<file path="src/pmd_pkg.sv">
// Purpose: constants and types for the page mode memory controller
// Assumes: 200 MHz clock, one memory device of 256k x 1
// Notes:   timing figures in ns (power-up in us, refresh in ms), counts derived at 5 ns per cycle
package pmd_pkg;
  localparam int CLK_NS = 5;
  localparam int ADDR_W = 9;
  localparam int ROW_REFRESH_COUNT = 256;
  localparam int WAKE_CYCLES = 8;
  localparam int POWERUP_US = 100;
  localparam int REFRESH_MS = 4;
  localparam int ROW_ACTIVE_NS = 80;
  localparam int ROW_PRECHARGE_NS = 40;
  localparam int COL_ACTIVE_NS = 20;
  localparam int COLUMN_PRECHARGE_NS = 10;
  localparam int ROW_ADDR_HOLD_NS = 10;
  localparam int ROW_ACCESS_NS = 80;
  localparam int COLUMN_ADDR_ACCESS_NS = 35;
  localparam int WRITE_SETUP_NS = 0;
  localparam int WRITE_PULSE_NS = 15;
  localparam int FIFO_DEPTH = 16;
  localparam int FIFO_W = 21;
  localparam int POWERUP_CYC = (POWERUP_US * 1000 + CLK_NS - 1) / CLK_NS;
  localparam int REFRESH_CYC = (REFRESH_MS * 1000000) / CLK_NS;
  localparam int REFRESH_INTERVAL_CYC = REFRESH_CYC / ROW_REFRESH_COUNT;
  localparam int ROW_ACTIVE_CYC = (ROW_ACTIVE_NS + CLK_NS - 1) / CLK_NS;
  localparam int ROW_PRE_CYC = (ROW_PRECHARGE_NS + CLK_NS - 1) / CLK_NS;
  localparam int COL_ACTIVE_CYC = (COL_ACTIVE_NS + CLK_NS - 1) / CLK_NS;
  localparam int COL_PRE_CYC = (COLUMN_PRECHARGE_NS + CLK_NS - 1) / CLK_NS;
  localparam int ROW_HOLD_CYC = (ROW_ADDR_HOLD_NS + CLK_NS - 1) / CLK_NS;
  localparam int ROW_ACCESS_CYC = (ROW_ACCESS_NS + CLK_NS - 1) / CLK_NS;
  localparam int COL_ACCESS_CYC =
    (COLUMN_ADDR_ACCESS_NS + CLK_NS - 1) / CLK_NS;
  localparam int WRITE_PULSE_CYC = (WRITE_PULSE_NS + CLK_NS - 1) / CLK_NS;
  localparam int WRITE_SETUP_CYC = (WRITE_SETUP_NS + CLK_NS - 1) / CLK_NS > 0
    ? (WRITE_SETUP_NS + CLK_NS - 1) / CLK_NS : 1;
  localparam int CNT_W = 16;

  typedef enum logic [1:0] {
    PMD_OP_READ,
    PMD_OP_WRITE,
    PMD_OP_RMW
  } pmd_op_t;

  typedef struct packed {
    pmd_op_t             op;
    logic [ADDR_W-1:0]   row;
    logic [ADDR_W-1:0]   col;
    logic                wdata;
  } pmd_req_t;

  typedef struct packed {
    logic                row_strobe_n;
    logic                col_strobe_n;
    logic                write_n;
    logic [ADDR_W-1:0]   addr;
    logic                din;
  } pmd_pins_t;
endpackage : pmd_pkg

</file>
<file path="src/pmd_fifo.sv">
// Purpose: request buffer between the user port and the sequencer
// Assumes: single clock, first word fall through
// Notes:   full and empty come from a word count
`timescale 1ns/1ps
module pmd_fifo #(
  parameter int WIDTH = 8,
  parameter int DEPTH = 16
) (
  input  wire logic             i_clock,
  input  wire logic             i_rst_n,
  input  wire logic             i_in_valid,
  output logic                  o_in_ready,
  input  wire logic [WIDTH-1:0] i_in_data,
  output logic                  o_out_valid,
  input  wire logic             i_out_ready,
  output logic      [WIDTH-1:0] o_out_data
);
  localparam int AW = $clog2(DEPTH);
  logic [WIDTH-1:0] mem [DEPTH];
  logic [AW-1:0]    wr_ptr;
  logic [AW-1:0]    rd_ptr;
  logic [AW:0]      count;
  logic             push;
  logic             pop;

  assign o_in_ready  = count != (AW+1)'(DEPTH);
  assign o_out_valid = count != '0;
  assign push        = i_in_valid && o_in_ready;
  assign pop         = o_out_valid && i_out_ready;
  assign o_out_data  = mem[rd_ptr];

  always_ff @(posedge i_clock) begin
    if (push) begin
      mem[wr_ptr] <= i_in_data;
    end
  end

  always_ff @(posedge i_clock or negedge i_rst_n) begin
    if (!i_rst_n) begin
      wr_ptr <= '0;
      rd_ptr <= '0;
      count  <= '0;
    end else begin
      if (push) begin
        wr_ptr <= wr_ptr + 1'b1;
      end
      if (pop) begin
        rd_ptr <= rd_ptr + 1'b1;
      end
      count <= count + (AW+1)'(push) - (AW+1)'(pop);
    end
  end
endmodule : pmd_fifo

</file>
<file path="src/pmd_ctrl.sv">
// Purpose: controller that drives the page mode memory strobes and address
// Assumes: one device; data out pin arrives asynchronously
// Notes:   requests queue in a fifo; reads answer on o_rd_valid
`timescale 1ns/1ps
module pmd_ctrl #(
  parameter int POWERUP_CYC = pmd_pkg::POWERUP_CYC,
  parameter int REFRESH_INTERVAL_CYC = pmd_pkg::REFRESH_INTERVAL_CYC,
  parameter int REFRESH_CYC = pmd_pkg::REFRESH_CYC
) (
  input  wire logic                i_clock,
  input  wire logic                i_rst_n,
  input  wire logic                i_req_valid,
  output logic                     o_req_ready,
  input  wire pmd_pkg::pmd_req_t   i_req,
  output logic                     o_rd_valid,
  output logic                     o_rd_data,
  output logic                     o_init_done,
  output pmd_pkg::pmd_pins_t       o_pins,
  input  wire logic                i_dout
);
  typedef enum {
    ST_POWERUP,
    ST_WAKE_LOW,
    ST_WAKE_HIGH,
    ST_IDLE,
    ST_ROW_OPEN,
    ST_COL_LOW,
    ST_WRITE_LOW,
    ST_COL_PRE,
    ST_ROW_CLOSE,
    ST_REF_LOW,
    ST_PRECHARGE
  } pmd_state_t;

  pmd_state_t                   state;
  logic [pmd_pkg::CNT_W-1:0]    timer;
  logic [31:0]                  power_cnt;
  logic [31:0]                  ref_cnt;
  logic [31:0]                  idle_cnt;
  logic [3:0]                   wake_cnt;
  logic [7:0]                   ref_row;
  logic [6:0]                   row_cnt;
  logic                         ref_due;
  logic [pmd_pkg::ADDR_W-1:0]   open_row;
  logic                         fifo_valid;
  logic                         fifo_ready;
  pmd_pkg::pmd_req_t            head;
  pmd_pkg::pmd_req_t            cur;
  logic                         read_bit;
  logic                         dout_meta;
  logic                         dout_sync;
  logic                         timer_done;
  logic                         same_row;

  pmd_fifo #(
    .WIDTH (pmd_pkg::FIFO_W),
    .DEPTH (pmd_pkg::FIFO_DEPTH)
  ) u_fifo (
    .i_clock     (i_clock),
    .i_rst_n     (i_rst_n),
    .i_in_valid  (i_req_valid),
    .o_in_ready  (o_req_ready),
    .i_in_data   (i_req),
    .o_out_valid (fifo_valid),
    .i_out_ready (fifo_ready),
    .o_out_data  (head)
  );

  assign timer_done = timer == '0;
  assign same_row   = head.row == open_row;
  // a request is popped only when its column cycle begins
  assign fifo_ready = fifo_valid && timer_done && !ref_due &&
                      ((state == ST_ROW_OPEN) ||
                       (state == ST_COL_PRE && same_row));

  // data out pin is asynchronous to the clock
  always_ff @(posedge i_clock or negedge i_rst_n) begin
    if (!i_rst_n) begin
      dout_meta <= 1'b0;
      dout_sync <= 1'b0;
    end else begin
      dout_meta <= i_dout;
      dout_sync <= dout_meta;
    end
  end

  // pause after power-up before the wake-up cycles
  always_ff @(posedge i_clock or negedge i_rst_n) begin
    if (!i_rst_n) begin
      power_cnt <= '0;
    end else if (power_cnt != 32'(POWERUP_CYC)) begin
      power_cnt <= power_cnt + 32'h1;
    end
  end

  // distributed refresh request, one row per interval
  always_ff @(posedge i_clock or negedge i_rst_n) begin
    if (!i_rst_n) begin
      ref_cnt <= '0;
      ref_due <= 1'b0;
    end else begin
      if (ref_cnt >= 32'(REFRESH_INTERVAL_CYC - 1)) begin
        ref_cnt <= '0;
      end else begin
        ref_cnt <= ref_cnt + 32'h1;
      end
      if (state == ST_REF_LOW) begin
        ref_due <= 1'b0;
      end
      if (ref_cnt >= 32'(REFRESH_INTERVAL_CYC - 1) && o_init_done) begin
        ref_due <= 1'b1;
      end
    end
  end

  // standby watch: without row cycles for a period, wake again
  always_ff @(posedge i_clock or negedge i_rst_n) begin
    if (!i_rst_n) begin
      idle_cnt <= '0;
    end else if (!o_pins.row_strobe_n || state == ST_POWERUP) begin
      idle_cnt <= '0;
    end else if (idle_cnt != 32'(REFRESH_CYC)) begin
      idle_cnt <= idle_cnt + 32'h1;
    end
  end

  always_ff @(posedge i_clock or negedge i_rst_n) begin
    if (!i_rst_n) begin
      state       <= ST_POWERUP;
      timer       <= '0;
      wake_cnt    <= '0;
      ref_row     <= '0;
      row_cnt     <= '0;
      open_row    <= '0;
      cur         <= '0;
      read_bit    <= 1'b0;
      o_init_done <= 1'b0;
      o_rd_valid  <= 1'b0;
      o_rd_data   <= 1'b0;
      o_pins      <= '{row_strobe_n: 1'b1, col_strobe_n: 1'b1,
                       write_n: 1'b1, addr: '0, din: 1'b0};
    end else begin
      o_rd_valid <= 1'b0;
      if (!timer_done) begin
        timer <= timer - 1'b1;
      end
      unique case (state)
        ST_POWERUP: begin
          if (power_cnt == 32'(POWERUP_CYC) && timer_done) begin
            wake_cnt          <= '0;
            o_pins.row_strobe_n <= 1'b0;
            timer             <= pmd_pkg::CNT_W'(pmd_pkg::ROW_ACTIVE_CYC - 1);
            state             <= ST_WAKE_LOW;
          end
        end
        ST_WAKE_LOW: begin
          if (timer_done) begin
            o_pins.row_strobe_n <= 1'b1;
            timer <= pmd_pkg::CNT_W'(pmd_pkg::ROW_PRE_CYC - 1);
            wake_cnt <= wake_cnt + 4'h1;
            state <= ST_WAKE_HIGH;
          end
        end
        ST_WAKE_HIGH: begin
          if (timer_done) begin
            if (wake_cnt == 4'(pmd_pkg::WAKE_CYCLES)) begin
              o_init_done <= 1'b1;
              state <= ST_IDLE;
            end else begin
              o_pins.row_strobe_n <= 1'b0;
              timer <= pmd_pkg::CNT_W'(pmd_pkg::ROW_ACTIVE_CYC - 1);
              state <= ST_WAKE_LOW;
            end
          end
        end
        ST_IDLE: begin
          if (idle_cnt == 32'(REFRESH_CYC)) begin
            o_init_done <= 1'b0;
            state <= ST_POWERUP;
          end else if (ref_due) begin
            // row-only cycle on the lower eight bits
            o_pins.addr <= {1'b0, ref_row};
            o_pins.row_strobe_n <= 1'b0;
            ref_row <= ref_row + 8'h1;
            timer <= pmd_pkg::CNT_W'(pmd_pkg::ROW_ACTIVE_CYC - 1);
            state <= ST_REF_LOW;
          end else if (fifo_valid) begin
            o_pins.addr <= head.row;
            open_row <= head.row;
            o_pins.row_strobe_n <= 1'b0;
            row_cnt <= '0;
            timer <= pmd_pkg::CNT_W'(pmd_pkg::ROW_HOLD_CYC - 1);
            state <= ST_ROW_OPEN;
          end
        end
        ST_ROW_OPEN: begin
          if (row_cnt != 7'h7f) begin
            row_cnt <= row_cnt + 7'h1;
          end
          if (fifo_ready) begin
            cur <= head;
            // column address flows through before the strobe falls
            o_pins.addr <= head.col;
            o_pins.din <= head.wdata;
            // early write: write strobe low before column strobe
            o_pins.write_n <= head.op != pmd_pkg::PMD_OP_WRITE;
            timer <= pmd_pkg::CNT_W'(pmd_pkg::WRITE_SETUP_CYC - 1);
            state <= ST_COL_LOW;
          end else if (timer_done) begin
            state <= ST_ROW_CLOSE;
          end
        end
        ST_COL_LOW: begin
          if (row_cnt != 7'h7f) begin
            row_cnt <= row_cnt + 7'h1;
          end
          if (timer_done && o_pins.col_strobe_n) begin
            o_pins.col_strobe_n <= 1'b0;
            // wait out row access or column address access, whichever ends later, plus sync
            timer <= pmd_pkg::CNT_W'(
              (pmd_pkg::ROW_ACCESS_CYC > 32'(row_cnt) + 32'(pmd_pkg::COL_ACCESS_CYC)
               ? pmd_pkg::ROW_ACCESS_CYC - 32'(row_cnt)
               : pmd_pkg::COL_ACCESS_CYC) + 1);
          end else if (timer_done) begin
            if (cur.op == pmd_pkg::PMD_OP_WRITE) begin
              // device times the write internally
              o_pins.col_strobe_n <= 1'b1;
              o_pins.write_n <= 1'b1;
              timer <= pmd_pkg::CNT_W'(pmd_pkg::COL_PRE_CYC - 1);
              state <= ST_COL_PRE;
            end else begin
              // output held while column strobe low
              read_bit <= dout_sync;
              if (cur.op == pmd_pkg::PMD_OP_RMW) begin
                o_pins.din <= cur.wdata;
                o_pins.write_n <= 1'b0;
                timer <= pmd_pkg::CNT_W'(pmd_pkg::WRITE_PULSE_CYC - 1);
                state <= ST_WRITE_LOW;
              end else begin
                o_rd_valid <= 1'b1;
                o_rd_data <= dout_sync;
                o_pins.col_strobe_n <= 1'b1;
                timer <= pmd_pkg::CNT_W'(pmd_pkg::COL_PRE_CYC - 1);
                state <= ST_COL_PRE;
              end
            end
          end
        end
        ST_WRITE_LOW: begin
          if (timer_done) begin
            o_rd_valid <= 1'b1;
            o_rd_data <= read_bit;
            o_pins.write_n <= 1'b1;
            o_pins.col_strobe_n <= 1'b1;
            timer <= pmd_pkg::CNT_W'(pmd_pkg::COL_PRE_CYC - 1);
            state <= ST_COL_PRE;
          end
        end
        ST_COL_PRE: begin
          // stay in the open row when the next column is in the same row and no refresh is due
          if (row_cnt != 7'h7f) begin
            row_cnt <= row_cnt + 7'h1;
          end
          if (fifo_ready) begin
            cur <= head;
            o_pins.addr <= head.col;
            o_pins.din <= head.wdata;
            o_pins.write_n <= head.op != pmd_pkg::PMD_OP_WRITE;
            timer <= pmd_pkg::CNT_W'(pmd_pkg::WRITE_SETUP_CYC - 1);
            state <= ST_COL_LOW;
          end else if (timer_done) begin
            state <= ST_ROW_CLOSE;
          end
        end
        ST_ROW_CLOSE: begin
          if (timer_done && 32'(row_cnt) >= pmd_pkg::ROW_ACTIVE_CYC) begin
            o_pins.row_strobe_n <= 1'b1;
            timer <= pmd_pkg::CNT_W'(pmd_pkg::ROW_PRE_CYC - 1);
            state <= ST_PRECHARGE;
          end else if (row_cnt != 7'h7f) begin
            row_cnt <= row_cnt + 7'h1;
          end
        end
        ST_REF_LOW: begin
          if (timer_done) begin
            o_pins.row_strobe_n <= 1'b1;
            timer <= pmd_pkg::CNT_W'(pmd_pkg::ROW_PRE_CYC - 1);
            state <= ST_PRECHARGE;
          end
        end
        ST_PRECHARGE: begin
          if (timer_done) begin
            state <= ST_IDLE;
          end
        end
      endcase
    end
  end
endmodule : pmd_ctrl

</file>
<file path="config.mk">
export PLATFORM = sky130hd
export DESIGN_NAME = pmd_ctrl
export DESIGN_NICKNAME = d
export VERILOG_FILES = /design/src/pmd_pkg.sv /design/src/pmd_fifo.sv /design/src/pmd_ctrl.sv
export SDC_FILE = /design/constraint.sdc
export NUM_CORES = 1
export LEC_CHECK = 0
export BUFFER_PORTS_ARGS = -buffer_cell sky130_fd_sc_hd__buf_2
export CAP_MARGIN = 25
export CORE_UTILIZATION = 43
export DETAILED_ROUTE_END_ITERATION = 10
export HOLD_SLACK_MARGIN = 0.02
export MAX_ROUTING_LAYER = met4
export PLACE_DENSITY = 0.63
export SLEW_MARGIN = 20
export SYNTH_ARGS = -nofsm -noshare
export SYNTH_HDL_FRONTEND = slang
export SYNTH_SLANG_ARGS = --single-unit
</file>
<file path="constraint.sdc">
create_clock -name i_clock -period 4.6 [get_ports i_clock]
set_input_delay 0.46 -clock i_clock [delete_from_list [all_inputs] [get_ports i_clock]]
set_output_delay 0.46 -clock i_clock [all_outputs]
set_load 0.02 [all_outputs]
</file>
## After elaboration in Yosys (flattened, before gate mapping)

Memories as Yosys holds them, arrays and structs flattened.
Cells that the tools add are included.

- Memories: 1
- Bits in registers: 208
- Output and inout port bits: 17
- Bits in writable memories: 336
- Word-level logic and storage cells: 239
- Input bits: 25

- Add/subtract/negate cells: 14
- Equality and inequality tests: 51
- Reduce and logical (&&, ||, !) cells: 45
- Muxes and demuxes: 95
- Bitwise gates (word level): 4
- $lt $le $gt $ge: 3

Memory list:

| memory | depth | bits a word | read ports | clocked after memory_dff | write ports | line | text |
|---|---|---|---|---|---|---|---|
| u_fifo.mem | 16 | 21 | 1 | 0 | 1 | pmd_fifo.sv:19 | `logic [WIDTH-1:0] mem [DEPTH];` |

Operator list:

| cell | count |
|---|---|
| $mux W32 | 17 |
| $pmux W32 S10 | 1 |
| $mux W16 | 15 |
| $eq A32 B4 Y1 const B | 5 |
| $eq A32 B3 Y1 const B | 4 |
| $pmux W16 S8 | 1 |
| $add A32 B1 Y32 const B | 3 |
| $eq A32 B2 Y1 const B | 2 |
| $logic_not A32 Y1 | 2 |
| $ne A2 B2 Y1 const B | 19 |
| $mux W1 | 35 |
| $mux W7 | 5 |
| $eq A32 B1 Y1 const B | 1 |
| $eq A32 B15 Y1 const B | 1 |
| $eq A32 B20 Y1 const B | 1 |
| $eq A32 B5 Y1 const B | 1 |
| $ge A32 B12 Y1 const B | 1 |
| $ne A32 B15 Y1 const B | 1 |
| $ne A32 B20 Y1 const B | 1 |
| $mux W9 | 3 |
| $pmux W7 S3 | 1 |
| $reduce_and A4 Y1 | 5 |
| $pmux W9 S2 | 1 |
| $reduce_and A6 Y1 | 3 |
| 43 further kinds | 83 |

## Depth between registers and ports, before layout

Gate-level depths: netlist of the first run.
An unclocked memory read counts as a cell.

- Word-level depth: 7
- Mapped depth: 19
- Mapped depth without buffers: 16

## By module

From an unflattened synthesis of the first run, not the netlist that was laid out.

- Cells, all modules: 1584
- Area total of the unflattened synthesis: 22455.3 um2

By module, submodules not included:

| module | area an instance (um2) | times used | sequential area each (um2) | cells each |
|---|---|---|---|---|
| pmd_fifo | 13656.8 | 1 | 10415.0 | 693 |
| pmd_ctrl | 8798.4 | 1 | 4182.8 | 891 |

## Worst setup path after synthesis of the first run

Ideal clock, no wire load.

- Path kind: reg2reg
- Start: reg u_fifo.rd_ptr[2]
- End: reg u_fifo.count[4]
- Cell stages (with the launch flop): 18
- Data arrival time: 3.749 ns
- Period minus slack after synthesis: 3.872 ns
- Setup slack: 0.728 ns
- Required time: 4.477 ns
- Library setup time: 0.123 ns
- Path buffers: 2
- Path through: dfrtp_1 -> buf_6 -> buf_1 -> mux4_2 -> mux2i_1 -> xor2_1 -> nand2_1 -> o41a_1 -> or4_1 -> o22ai_1 -> ha_1 -> inv_1 -> ha_1 -> fa_1 -> a21oi_1 -> nor2_1 -> nor2_1 -> xnor2_1

- Word-level cells in the longest chain between the ends: 7

RTL lines:

| item | line | text |
|---|---|---|
| from (decl) | pmd_fifo.sv:21 | `logic [AW-1:0] rd_ptr;` |
| from (signal assigned) | pmd_fifo.sv:48 | `rd_ptr <= rd_ptr + 1'b1;` |
| $mem_v2 Z16 W21 | n/a |  |
| $eq A9 B9 Y1 | pmd_ctrl.sv:70 | `assign same_row = head.row == open_row;` |
| $logic_and A1 B1 Y1 | pmd_ctrl.sv:74 | `(state == ST_COL_PRE && same_row));` |
| $logic_or A1 B1 Y1 | pmd_ctrl.sv:73 | `((state == ST_ROW_OPEN) \|\|` |
| $logic_and A1 B1 Y1 | pmd_ctrl.sv:72 | `assign fifo_ready = fifo_valid && timer_done && !ref_due &&` |
| $logic_and A1 B1 Y1 | pmd_fifo.sv:29 | `assign pop = o_out_valid && i_out_ready;` |
| named net u_fifo.pop | pmd_fifo.sv:24 | `logic pop;` |
| $sub A5 B1 Y5 | pmd_fifo.sv:50 | `count <= count + (AW+1)'(push) - (AW+1)'(pop);` |
| to (signal assigned) | pmd_fifo.sv:50 |  |
| to (decl) | pmd_fifo.sv:22 | `logic [AW:0] count;` |

The timed path passes the listed nets, and every way through them passes these cells.
A chain may end at the register's enable or synchronous reset.

## Worst setup path after layout of the first run

Ends and elaborated chain as after synthesis.

==> results.sh, run 1 <==
export IMPL_cts_tree="built"
export IMPL_grt_pass1_wl_um=80500
export IMPL_cp_num_buf_inv=3
export IMPL_hold_path_end="u_fifo.mem[4][1]$_DFFE_PP_"
export IMPL_antenna_found_initial=2
export IMPL_crit_chain="buf_4 -> mux4_2 -> mux2_2 -> a22oi_2 -> xnor2_1 -> or4_1 -> o22ai_1 -> buf_4 -> ha_1 -> inv_1 -> ha_1 -> fa_1 -> a21oi_1 -> nor2_1 -> nor2_1 -> xnor2_1"
export IMPL_muxShareOfSynthArea_pct=10.4
export IMPL_io_pins=42
export IMPL_place_ws_ns=0.263
export IMPL_final_max_slew_viol_count=0
export IMPL_start_util_pct=43.8
export IMPL_tns_ns=0
export IMPL_die_w_um=231
export IMPL_postPlaceCellArea_um2=23800
export IMPL_synth_xor_xnor_area_share_pct=4.55
export IMPL_wl_um=51300
export IMPL_relSlewSlack_pct=46.8
export IMPL_place_hpwl_um=31900
export IMPL_critPathMaxFanout=19
export IMPL_cp_slowest_stage_delay_ns=0.67
export IMPL_grt_max_degree=119
export IMPL_path_class="flip-flop to flip-flop"
export IMPL_r2r_slack_ns=0.40
export IMPL_dp_cells=2355
export IMPL_vias=13600
export IMPL_worst_setup_path_start_kind="flip-flop"
export IMPL_firstDrtPassIters=7
export IMPL_port_buffers=41
export IMPL_drc=0
export IMPL_die_area_um2=53300
export IMPL_ys_types=67
export IMPL_fmaxAchievable_mhz=238
export IMPL_die_h_um=231
export IMPL_synth_warnings=0
export IMPL_peakVddDrop_uv=302
export IMPL_stdcell_area_um2=25600
export IMPL_r2r_cells=16
export IMPL_endpoint_kind="flip-flop"
export IMPL_via_per_inst=5.53
export IMPL_ys_seq_area_share_pct=64.8
export IMPL_netlist_instances=1636
export IMPL_hold_path_depth=1
export IMPL_fin_crit_ns=4.20
export IMPL_status="completed"
export IMPL_crit_required_ns=5.12
export IMPL_grt_pass1_vias=13700
export IMPL_fin_crit_sh_pct=91.3
export IMPL_clock_sinks=516
export IMPL_drive_gt1_share_pct=16.1
export IMPL_finalNetCount=1791
export IMPL_hold_start="i_req[1]"
export IMPL_worst_r2r_startpoint="u_fifo.rd_ptr[2]$_DFFE_PN0P_"
export IMPL_stdcell_count=2460
export IMPL_synthArstFlopShare_pct=34.9
export IMPL_rsz0062_at_grt="false"
export IMPL_synth_area_leaders="edfxtp_1 (45%), dfrtp_1 (20%), mux4_2 (5.6%), mux2i_1 (2.8%), xnor2_1 (2.6%)"
export IMPL_leakage_uw=0.00918
export IMPL_worst_slew_pin_slew_ns=0.797
export IMPL_worst_slack_ns=0.401
export IMPL_syn_area_um2=22500
export IMPL_synth_edf_count=336
export IMPL_syn_to_final_growth_pct=13.8
export IMPL_ant_nets=0
export IMPL_finalHoldViolCount=0
export IMPL_synth_top_area_share_pct=44.8
export IMPL_synth_avg_cell_area_um2=13.8
export IMPL_maxCapViolCount=0
export IMPL_htree_levels=2
export IMPL_cpLargestDelayFamily="adder cells"
export IMPL_gp_congestion=0.928
export IMPL_setup_viol=0
export IMPL_synth_adder_area_share_pct=1.75
export IMPL_cts_clk_slew_worst_paths_ns=0.06
export IMPL_ys_flop_type="edfxtp_1"
export IMPL_groute_usage_overall_pct=20.3
export IMPL_insertion_delay_ns=0.63
export IMPL_numCtsBuffers=54
export IMPL_synth_top_cell_by_area="edfxtp_1"
export IMPL_grt_overflow_total=0
export IMPL_arrival_ns=4.72
export IMPL_powerDensity_nw_per_um2=413
export IMPL_core_area_um2=51500
export IMPL_drtIter0Drc=948
export IMPL_ys_ff_latch=516
export IMPL_rows=83
export IMPL_synth_top_family_by_area="simple AND/OR/NAND/NOR gates"
export IMPL_hold_path_class="primary input to flip-flop"
export IMPL_synth_compound_area_share_pct=5.75
export IMPL_clockBufferDepth=3
export IMPL_skew_ns=0.0372
export IMPL_r2r_end="u_fifo.count[4]$_DFF_PN0_"
export IMPL_slowest_stage="dfrtp_4"
export IMPL_cts_root_buf="clkbuf_16"
export IMPL_wl_per_cell_um=20.8
export IMPL_synthSimpleGateAreaFrac_pct=10.8
## sequential cells by signal (all words and copies together), names as in the netlist, 3 cells and up
register       cells
cur                3
idle_cnt          32
o_pins            13
open_row           9
power_cnt         32
ref_cnt           32
ref_row            8
row_cnt            7
state              4
timer             16
u_fifo.count       5
u_fifo.mem       336
u_fifo.rd_ptr      4
u_fifo.wr_ptr      4
wake_cnt           4
## repair_timing
item,in CTS,in global routing
buffers inserted,0,1
hold endpoints to repair,1,48
resized for setup,0,0
hold buffers,1,1
endpoints found under the setup margin,0,1
## placed cells by master (no fill, tap or decap), types with 49 or more instances in the layout
| master | instances |
|---|---|
| nor2_1 | 141 |
| mux4_2 | 56 |
| mux2i_1 | 62 |
| nand2_1 | 119 |
| clkbuf_16 | 54 |
| edfxtp_1 | 336 |
| a21oi_1 | 53 |
| xor2_1 | 49 |
| dfrtp_1 | 173 |
| xnor2_1 | 68 |
| o21ai_0 | 71 |
## per-layer routing
layer | track usage, % | vias up | part of all wire (%)
met2 | 31.7 | 360 | 48
met5 | - | - | 0
li1 | - | 6277 | -
met3 | 2.95 | 101 | 4.6
met4 | 6.91 | 0 | 2.9
met1 | 27.1 | 6869 | 44
## metrics by stage
step	total power, uW	hold slack [ns]	util (%)
finish	10600	0.203	49.8
global route	11000	0.208	49.8
CTS	10700	0.0341	49.7
detailed placement	6300	0.346	46.2
global placement	6270	0.338	46.1
floorplan	5920	0.164	-
## power by group
| part | internal [uW] | switching (uW) |
|---|---|---|
| Clock | 2540 | 1850 |
| Sequential | 5310 | 108 |
| Combinational | 248 | 533 |
| Total | 8090 | 2490 |
## how the worst max path moves through the flow
stage,start,to,slack [ns],cells past startpoint
floorplan,u_fifo.rd_ptr[2]$_DFFE_PN0P_,u_fifo.count[4]$_DFF_PN0_,0.73,17
global placement,u_fifo.rd_ptr[2]$_DFFE_PN0P_,u_fifo.count[4]$_DFF_PN0_,0.32,16
detailed placement,u_fifo.rd_ptr[2]$_DFFE_PN0P_,u_fifo.count[4]$_DFF_PN0_,0.26,16
CTS,u_fifo.rd_ptr[2]$_DFFE_PN0P_,u_fifo.count[4]$_DFF_PN0_,0.24,16
global route,u_fifo.rd_ptr[3]$_DFFE_PN0P_,u_fifo.count[4]$_DFF_PN0_,0.13,16
finish,u_fifo.rd_ptr[2]$_DFFE_PN0P_,u_fifo.count[4]$_DFF_PN0_,0.40,16
## cell families (layout without fill, tap and decap cells)
family	after synthesis	count (layout)
multiplexers	155	155
buffers and inverters	108	232
XOR/XNOR	117	117
adder cells (fa/ha/maj)	31	31
other	2	22
AND/OR/NAND/NOR	499	499
flip-flops	516	516
AO/OA/AOI/OAI	208	208
## cell usage after synthesis (11+ instances only)
master / instances
dfrtp_1: 177
o21ai_0: 71
o221ai_1: 14
xor2_1: 49
or3_1: 11
nor2_1: 145
nand3_1: 46
and2_1: 17
a21oi_1: 53
and3_1: 18
mux4_2: 56
mux2_4: 11
buf_2: 13
xnor2_1: 68
mux2i_1: 62
inv_1: 40
ha_1: 30
edfxtp_1: 336
nand4_1: 27
clkbuf_1: 37
nor4_1: 21
nand2_1: 119
mux2_2: 26
o22ai_1: 13
nand2b_1: 15
nor3_1: 34
## area by class of cell
type | count | area (um^2)
fillers | 4479 | 25900
flip-flops and latches | 516 | 14600
multi-input cells | 1031 | 7600
clock buffers | 67 | 1420
well taps | 680 | 851
repair buffers | 89 | 639
clock inverters | 33 | 364
inverters | 43 | 161
diodes | 1 | 2.50
(Power assumes the default switching activity.)
==> run 2: changes to the inputs <==
- CORE_UTILIZATION: 43 -> 30
- PLACE_DENSITY: 0.63 -> 0.49
==> run 2 against run 1 <==
Sequential cell count unchanged. Sequential power about the same. Cell count increased by 12%. Power increased by 0.20%. Design area increased by 1.6%. Core utilization decreased by 15 points. Setup slack improved by 0.012 ns. Non-clock buffer count unchanged. Sequential share of layout area decreased by 0.87 points. Fmax increased by 0.28%. Via count decreased by 0.28%. Critical path type unchanged.
==> results.sh, run 2 (synthesized netlist as in run 1, its figures left out) <==
export IMPL_status="completed"
export IMPL_crit_chain="buf_4 -> mux4_2 -> mux4_2 -> xor2_1 -> a2111oi_0 -> nand4_1 -> o22ai_1 -> buf_4 -> ha_1 -> inv_1 -> ha_1 -> fa_1 -> a21oi_1 -> nor2_1 -> nor2_1 -> xnor2_1"
export IMPL_syn_to_final_growth_pct=15.6
export IMPL_die_h_um=276
export IMPL_drtIter0Drc=1253
export IMPL_cts_tree="built"
export IMPL_powerDensity_nw_per_um2=407
export IMPL_vias=13600
export IMPL_io_pins=42
export IMPL_swShare_pct=23.7
export IMPL_slowest_stage="dfrtp_2"
export IMPL_port_buffers=41
export IMPL_p_seq_share_pct=51.1
export IMPL_worst_slew_pin_slew_ns=1.05
export IMPL_tns_ns=0
export IMPL_relSlewSlack_pct=30.0
export IMPL_clock_sinks=516
export IMPL_cpLargestDelayFamily="multiplexers"
export IMPL_worst_r2r_startpoint="u_fifo.rd_ptr[3]$_DFFE_PN0P_"
export IMPL_cp_num_buf_inv=3
export IMPL_hold_buffers=2
export IMPL_setup_viol=0
export IMPL_die_area_um2=76200
export IMPL_cts_setup_buffers=0
export IMPL_groute_usage_overall_pct=15.1
export IMPL_finalNetCount=1794
export IMPL_r2r_end="u_fifo.count[4]$_DFF_PN0_"
export IMPL_cellInternalPower_uw=8090
export IMPL_grt_pass1_wl_um=85400
export IMPL_grt_pass1_vias=13900
export IMPL_fillers=7169
export IMPL_stdcell_area_um2=26000
export IMPL_core_area_um2=74400
export IMPL_path_class="flip-flop to flip-flop"
export IMPL_cts_root_buf="clkbuf_16"
export IMPL_crit_required_ns=5.14
export IMPL_largest_reg_flops=336
export IMPL_leakage_uw=0.00919
export IMPL_htree_levels=2
export IMPL_drive_gt1_share_pct=15.8
export IMPL_worst_setup_path_start_kind="flip-flop"
export IMPL_endpoint_kind="flip-flop"
export IMPL_place_hpwl_um=34700
export IMPL_critPathMaxFanout=21
export IMPL_wl_um=55300
export IMPL_clkPwrFrac_pct=41.4
export IMPL_drc=0
export IMPL_numCtsBuffers=57
export IMPL_postPlaceCellArea_um2=24200
export IMPL_largest_register="u_fifo.mem"
export IMPL_worst_slack_ns=0.413
export IMPL_final_max_slew_viol_count=0
export IMPL_p_switching_uw=2510
export IMPL_clockBufferDepth=3
export IMPL_hold_path_depth=1
export IMPL_rows=100
export IMPL_cts_resized=0
export IMPL_firstDrtPassIters=7
export IMPL_fmaxAchievable_mhz=239
export IMPL_r2r_cells=16
export IMPL_endpoint="u_fifo.count[4]$_DFF_PN0_"
export IMPL_skew_ns=0.0473
export IMPL_gp_congestion=0.878
export IMPL_rsz0062_at_grt="false"
export IMPL_place_ws_ns=0.435
export IMPL_grt_overflow_total=0
export IMPL_antenna_found_initial=3
export IMPL_ant_nets=0
export IMPL_post_route_util_pct=35.0
export IMPL_hold_start="i_req[6]"
export IMPL_start_util_pct=30.3
export IMPL_comb_power_share_pct=7.5
export IMPL_cp_num_cells=16
export IMPL_maxCapViolCount=0
export IMPL_peakVddDrop_uv=234
export IMPL_wl_per_cell_um=20.1
export IMPL_fin_crit_sh_pct=91.0
export IMPL_hold_path_class="primary input to flip-flop"
export IMPL_cp_slowest_stage_delay_ns=0.71
export IMPL_final_cell_mix="edfxtp_1 (336), dfrtp_1 (173), nor2_1 (141)"
export IMPL_r2r_slack_ns=0.41
export IMPL_cts_clk_slew_worst_paths_ns=0.06
export IMPL_die_w_um=276
export IMPL_finalHoldViolCount=0
export IMPL_startpoint="u_fifo.rd_ptr[3]$_DFFE_PN0P_"
export IMPL_via_per_inst=4.92
export IMPL_insertion_delay_ns=0.64
export IMPL_arrival_ns=4.73
export IMPL_grt_max_degree=115
export IMPL_layout_commonest_cell="edfxtp_1"
export IMPL_fin_crit_ns=4.19
[run 2: stage by stage]
step,hold WS (ns),std cells,total power (uW)
after CTS,0.151,2754,10800
after detailed placement,0.347,2645,6330
final,0.192,2757,10600
after global routing,0.173,2757,11000
after global placement,0.335,2644,6310
after floorplan,0.164,1655,5920
[run 2: layout make-up]
type,count,area [um^2],area share [%]
Sequential cell,516,14600,56.1
Multi-Input combinational cell,1031,7600,29.2
Clock buffer,91,1620,6.23
Tap cell,969,1210,4.65
Timing Repair Buffer,89,644,2.47
Clock inverter,16,189,0.725
Inverter,43,161,0.620
Antenna cell,2,5.00,0.0192
[run 2: how the worst min path moves through the flow]
stage / to
after detailed placement: dout_sync$_DFF_PN0_
after global routing: u_fifo.mem[3][8]$_DFFE_PP_
after global placement: dout_sync$_DFF_PN0_
after floorplan: cur[0]$_DFFE_PN0P_
final: u_fifo.mem[7][6]$_DFFE_PP_
after CTS: u_fifo.mem[12][4]$_DFFE_PP_
[run 2: power groups by stage]
stage / Sequential [uW] / Combinational (uW) / Clock [uW]
5_1_grt: 5450 / 882 / 4710
3_3_place_gp: 5500 / 802 / 0
6_report: 5420 / 797 / 4390
4_1_cts: 5420 / 818 / 4530
2_1_floorplan: 5460 / 451 / 0
3_5_place_dp: 5510 / 816 / 0
[run 2: per-layer routing]
layer / part of all wire (%) / wire length [um] / global-route usage, % / up-vias
met4: 2.5 / 1380 / 4.41 / 0
met3: 4.0 / 2220 / 2.28 / 91
met5: 0 / 0 / - / -
met2: 48 / 26500 / 24.0 / 284
li1: - / - / - / 6285
met1: 46 / 25200 / 20.0 / 6909
==> run 3: changes to the inputs <==
- CORE_UTILIZATION: 30 -> 59
- PLACE_DENSITY: 0.49 -> 0.81
==> run 3 against run 2 <==
Routed wire length down 8.6%. Largest cell class unchanged. Clock skew down 0.020 ns. Die area down 49%. Power down 2.9%. Sequential power about the same. Clock power down 6.8%. Cell count down 17%. First-iteration DRC count up 17%. Global-route usage up 12 points. Hold slack better by 0.029 ns.
==> results.sh, run 3 (synthesized netlist as in run 1, its figures left out) <==
export IMPL_worst_slew_pin_slew_ns=0.816
export IMPL_insertion_delay_ns=0.62
export IMPL_grt_pass1_vias=14100
export IMPL_layout_commonest_cell="edfxtp_1"
export IMPL_fin_crit_sh_pct=95.1
export IMPL_antennaDiodeCount=0
export IMPL_place_hpwl_um=30600
export IMPL_fmaxAchievable_mhz=229
export IMPL_antenna_found_initial=0
export IMPL_endpoint="u_fifo.count[4]$_DFF_PN0_"
export IMPL_path_class="flip-flop to flip-flop"
export IMPL_powerDensity_nw_per_um2=408
export IMPL_arrival_ns=4.88
export IMPL_grt_max_degree=118
export IMPL_vias=13900
export IMPL_r2r_end="u_fifo.count[4]$_DFF_PN0_"
export IMPL_slowest_stage="dfrtp_4"
export IMPL_gp_congestion=0.948
export IMPL_via_per_inst=6.10
export IMPL_final_cell_mix="edfxtp_1 (336), dfrtp_1 (173), nor2_1 (141)"
export IMPL_htree_levels=2
export IMPL_critPathMaxFanout=21
export IMPL_status="completed"
export IMPL_endpoint_kind="flip-flop"
export IMPL_final_max_slew_viol_count=0
export IMPL_multi_input_area_um2=7610
export IMPL_comb_power_share_pct=7.6
export IMPL_skew_ns=0.0270
export IMPL_cts_tree="built"
export IMPL_finalHoldViolCount=0
export IMPL_wl_um=50500
export IMPL_crit_chain="buf_4 -> mux4_2 -> mux4_2 -> xor2_1 -> a2111oi_1 -> nand4_1 -> o22ai_1 -> buf_4 -> ha_1 -> inv_1 -> ha_1 -> fa_1 -> a21oi_1 -> nor2_1 -> nor2_1 -> xnor2_1"
export IMPL_relSlewSlack_pct=45.6
export IMPL_fin_hold_ws_ns=0.222
export IMPL_clock_sinks=516
export IMPL_die_w_um=197
export IMPL_wl_per_cell_um=22.2
export IMPL_setup_viol=0
export IMPL_rsz0062_at_grt="false"
export IMPL_maxCapViolCount=0
export IMPL_cts_clk_slew_worst_paths_ns=0.06
export IMPL_firstDrtPassIters=6
export IMPL_worst_r2r_startpoint="u_fifo.rd_ptr[3]$_DFFE_PN0P_"
export IMPL_p_switching_uw=2420
export IMPL_rows=71
export IMPL_syn_to_final_growth_pct=12.0
export IMPL_grt_pass1_wl_um=78800
export IMPL_groute_usage_overall_pct=27.5
export IMPL_die_area_um2=39000
export IMPL_fillers=2613
export IMPL_drtIter0Drc=1467
export IMPL_cp_slowest_stage_delay_ns=0.65
export IMPL_peakVddDrop_uv=358
export IMPL_clkPwrFrac_pct=39.7
export IMPL_die_h_um=197
export IMPL_drive_gt1_share_pct=15.8
export IMPL_startpoint="u_fifo.rd_ptr[3]$_DFFE_PN0P_"
export IMPL_leakage_uw=0.00910
export IMPL_io_pins=42
export IMPL_worst_setup_path_start_kind="flip-flop"
export IMPL_numCtsBuffers=53
export IMPL_largest_register="u_fifo.mem"
export IMPL_clockBufferDepth=3
export IMPL_cts_root_buf="clkbuf_16"
export IMPL_tns_ns=0
export IMPL_drc=0
export IMPL_r2r_slack_ns=0.23
export IMPL_cp_num_buf_inv=3
export IMPL_cp_num_cells=16
export IMPL_swShare_pct=23.5
export IMPL_core_area_um2=37700
export IMPL_crit_required_ns=5.11
export IMPL_p_seq_share_pct=52.7
export IMPL_ant_nets=0
export IMPL_hold_path_class="primary input to flip-flop"
export IMPL_grt_overflow_total=0
export IMPL_port_buffers=41
export IMPL_seq_area_um2=14600
export IMPL_largest_reg_flops=336
export IMPL_finalNetCount=1784
export IMPL_cpLargestDelayFamily="multiplexers"
export IMPL_r2r_cells=16
export IMPL_cellInternalPower_uw=7880
export IMPL_fin_crit_ns=4.37
export IMPL_start_util_pct=59.8
[run 3: cell count changes in the layout (fill, tap and decap cells not counted), sizes merged]
cell	previous run	this run
inv	41	43
diode	2	0
clkinvlp	1	0
buf	86	81
clkinv	15	26
clkbuf	92	69
[run 3: metrics by stage]
stage                     cells  instance area (um^2)  setup WS (ns)  utilization (%)  power, uW
final                      2281                 25200          0.227             67.0      10300
after global routing       2281                 25200         0.0275             67.0      10600
after CTS                  2280                 25200         0.0735             67.0      10400
after detailed placement   2181                 23500          0.247             62.5       6290
after global placement     2181                 23500          0.376             62.5       6230
after floorplan            1655                 22600          0.728                -       5920
[run 3: cell type report]
class / count / area share (%)
Inverter: 43 / 0.639
Timing Repair Buffer: 83 / 2.21
Clock buffer: 69 / 5.69
Multi-Input combinational cell: 1031 / 30.1
Sequential cell: 516 / 57.9
Tap cell: 511 / 2.53
Clock inverter: 28 / 0.932
[run 3: what timing repair did]
item	4_1_cts	5_1_grt
setup buffers	0	1
endpoints found under the hold margin	64	0
hold buffers	2	0
endpoints found under the setup margin	0	1
gates resized for setup	0	2
[run 3: worst register-to-register path, delay by kind of cell, from the launching register on]
family	cells	cell delay [ns]
buf+inv	3	0.51
xor+xnor	2	0.33
fa+ha+maj	3	0.75
mux	2	0.89
flops	1	0.65
simple gates	3	0.36
compound gates	3	0.80
[run 3: layer usage]
layer | up-vias | routed length [um] | GRT usage [%]
li1 | 6265 | - | -
met1 | 6904 | 20200 | 35.5
met4 | 0 | 1800 | 10.4
met2 | 603 | 24700 | 43.9
met5 | - | 0 | -
met3 | 132 | 3790 | 4.66
[run 3: how the worst min path moves through the flow]
stage                             start                     endpoint  slack [ns]  depth (start not counted)
floorplan                       i_rst_n           cur[0]$_DFFE_PN0P_        0.16                          0
global placement    dout_meta$_DFF_PN0_          dout_sync$_DFF_PN0_        0.33                          0
detailed placement  dout_meta$_DFF_PN0_          dout_sync$_DFF_PN0_        0.35                          0
CTS                            i_req[4]   u_fifo.mem[0][4]$_DFFE_PP_        0.20                          1
global route                   i_req[6]   u_fifo.mem[8][6]$_DFFE_PP_        0.21                          1
finish                         i_req[7]  u_fifo.mem[13][7]$_DFFE_PP_        0.22                          1
[run 3: power by group through the flow]
stage / Sequential [uW] / Combinational (uW) / Clock [uW]
3_3_place_gp: 5500 / 738 / 0
4_1_cts: 5430 / 790 / 4140
6_report: 5430 / 783 / 4090
3_5_place_dp: 5520 / 774 / 0
5_1_grt: 5450 / 851 / 4330
2_1_floorplan: 5460 / 451 / 0
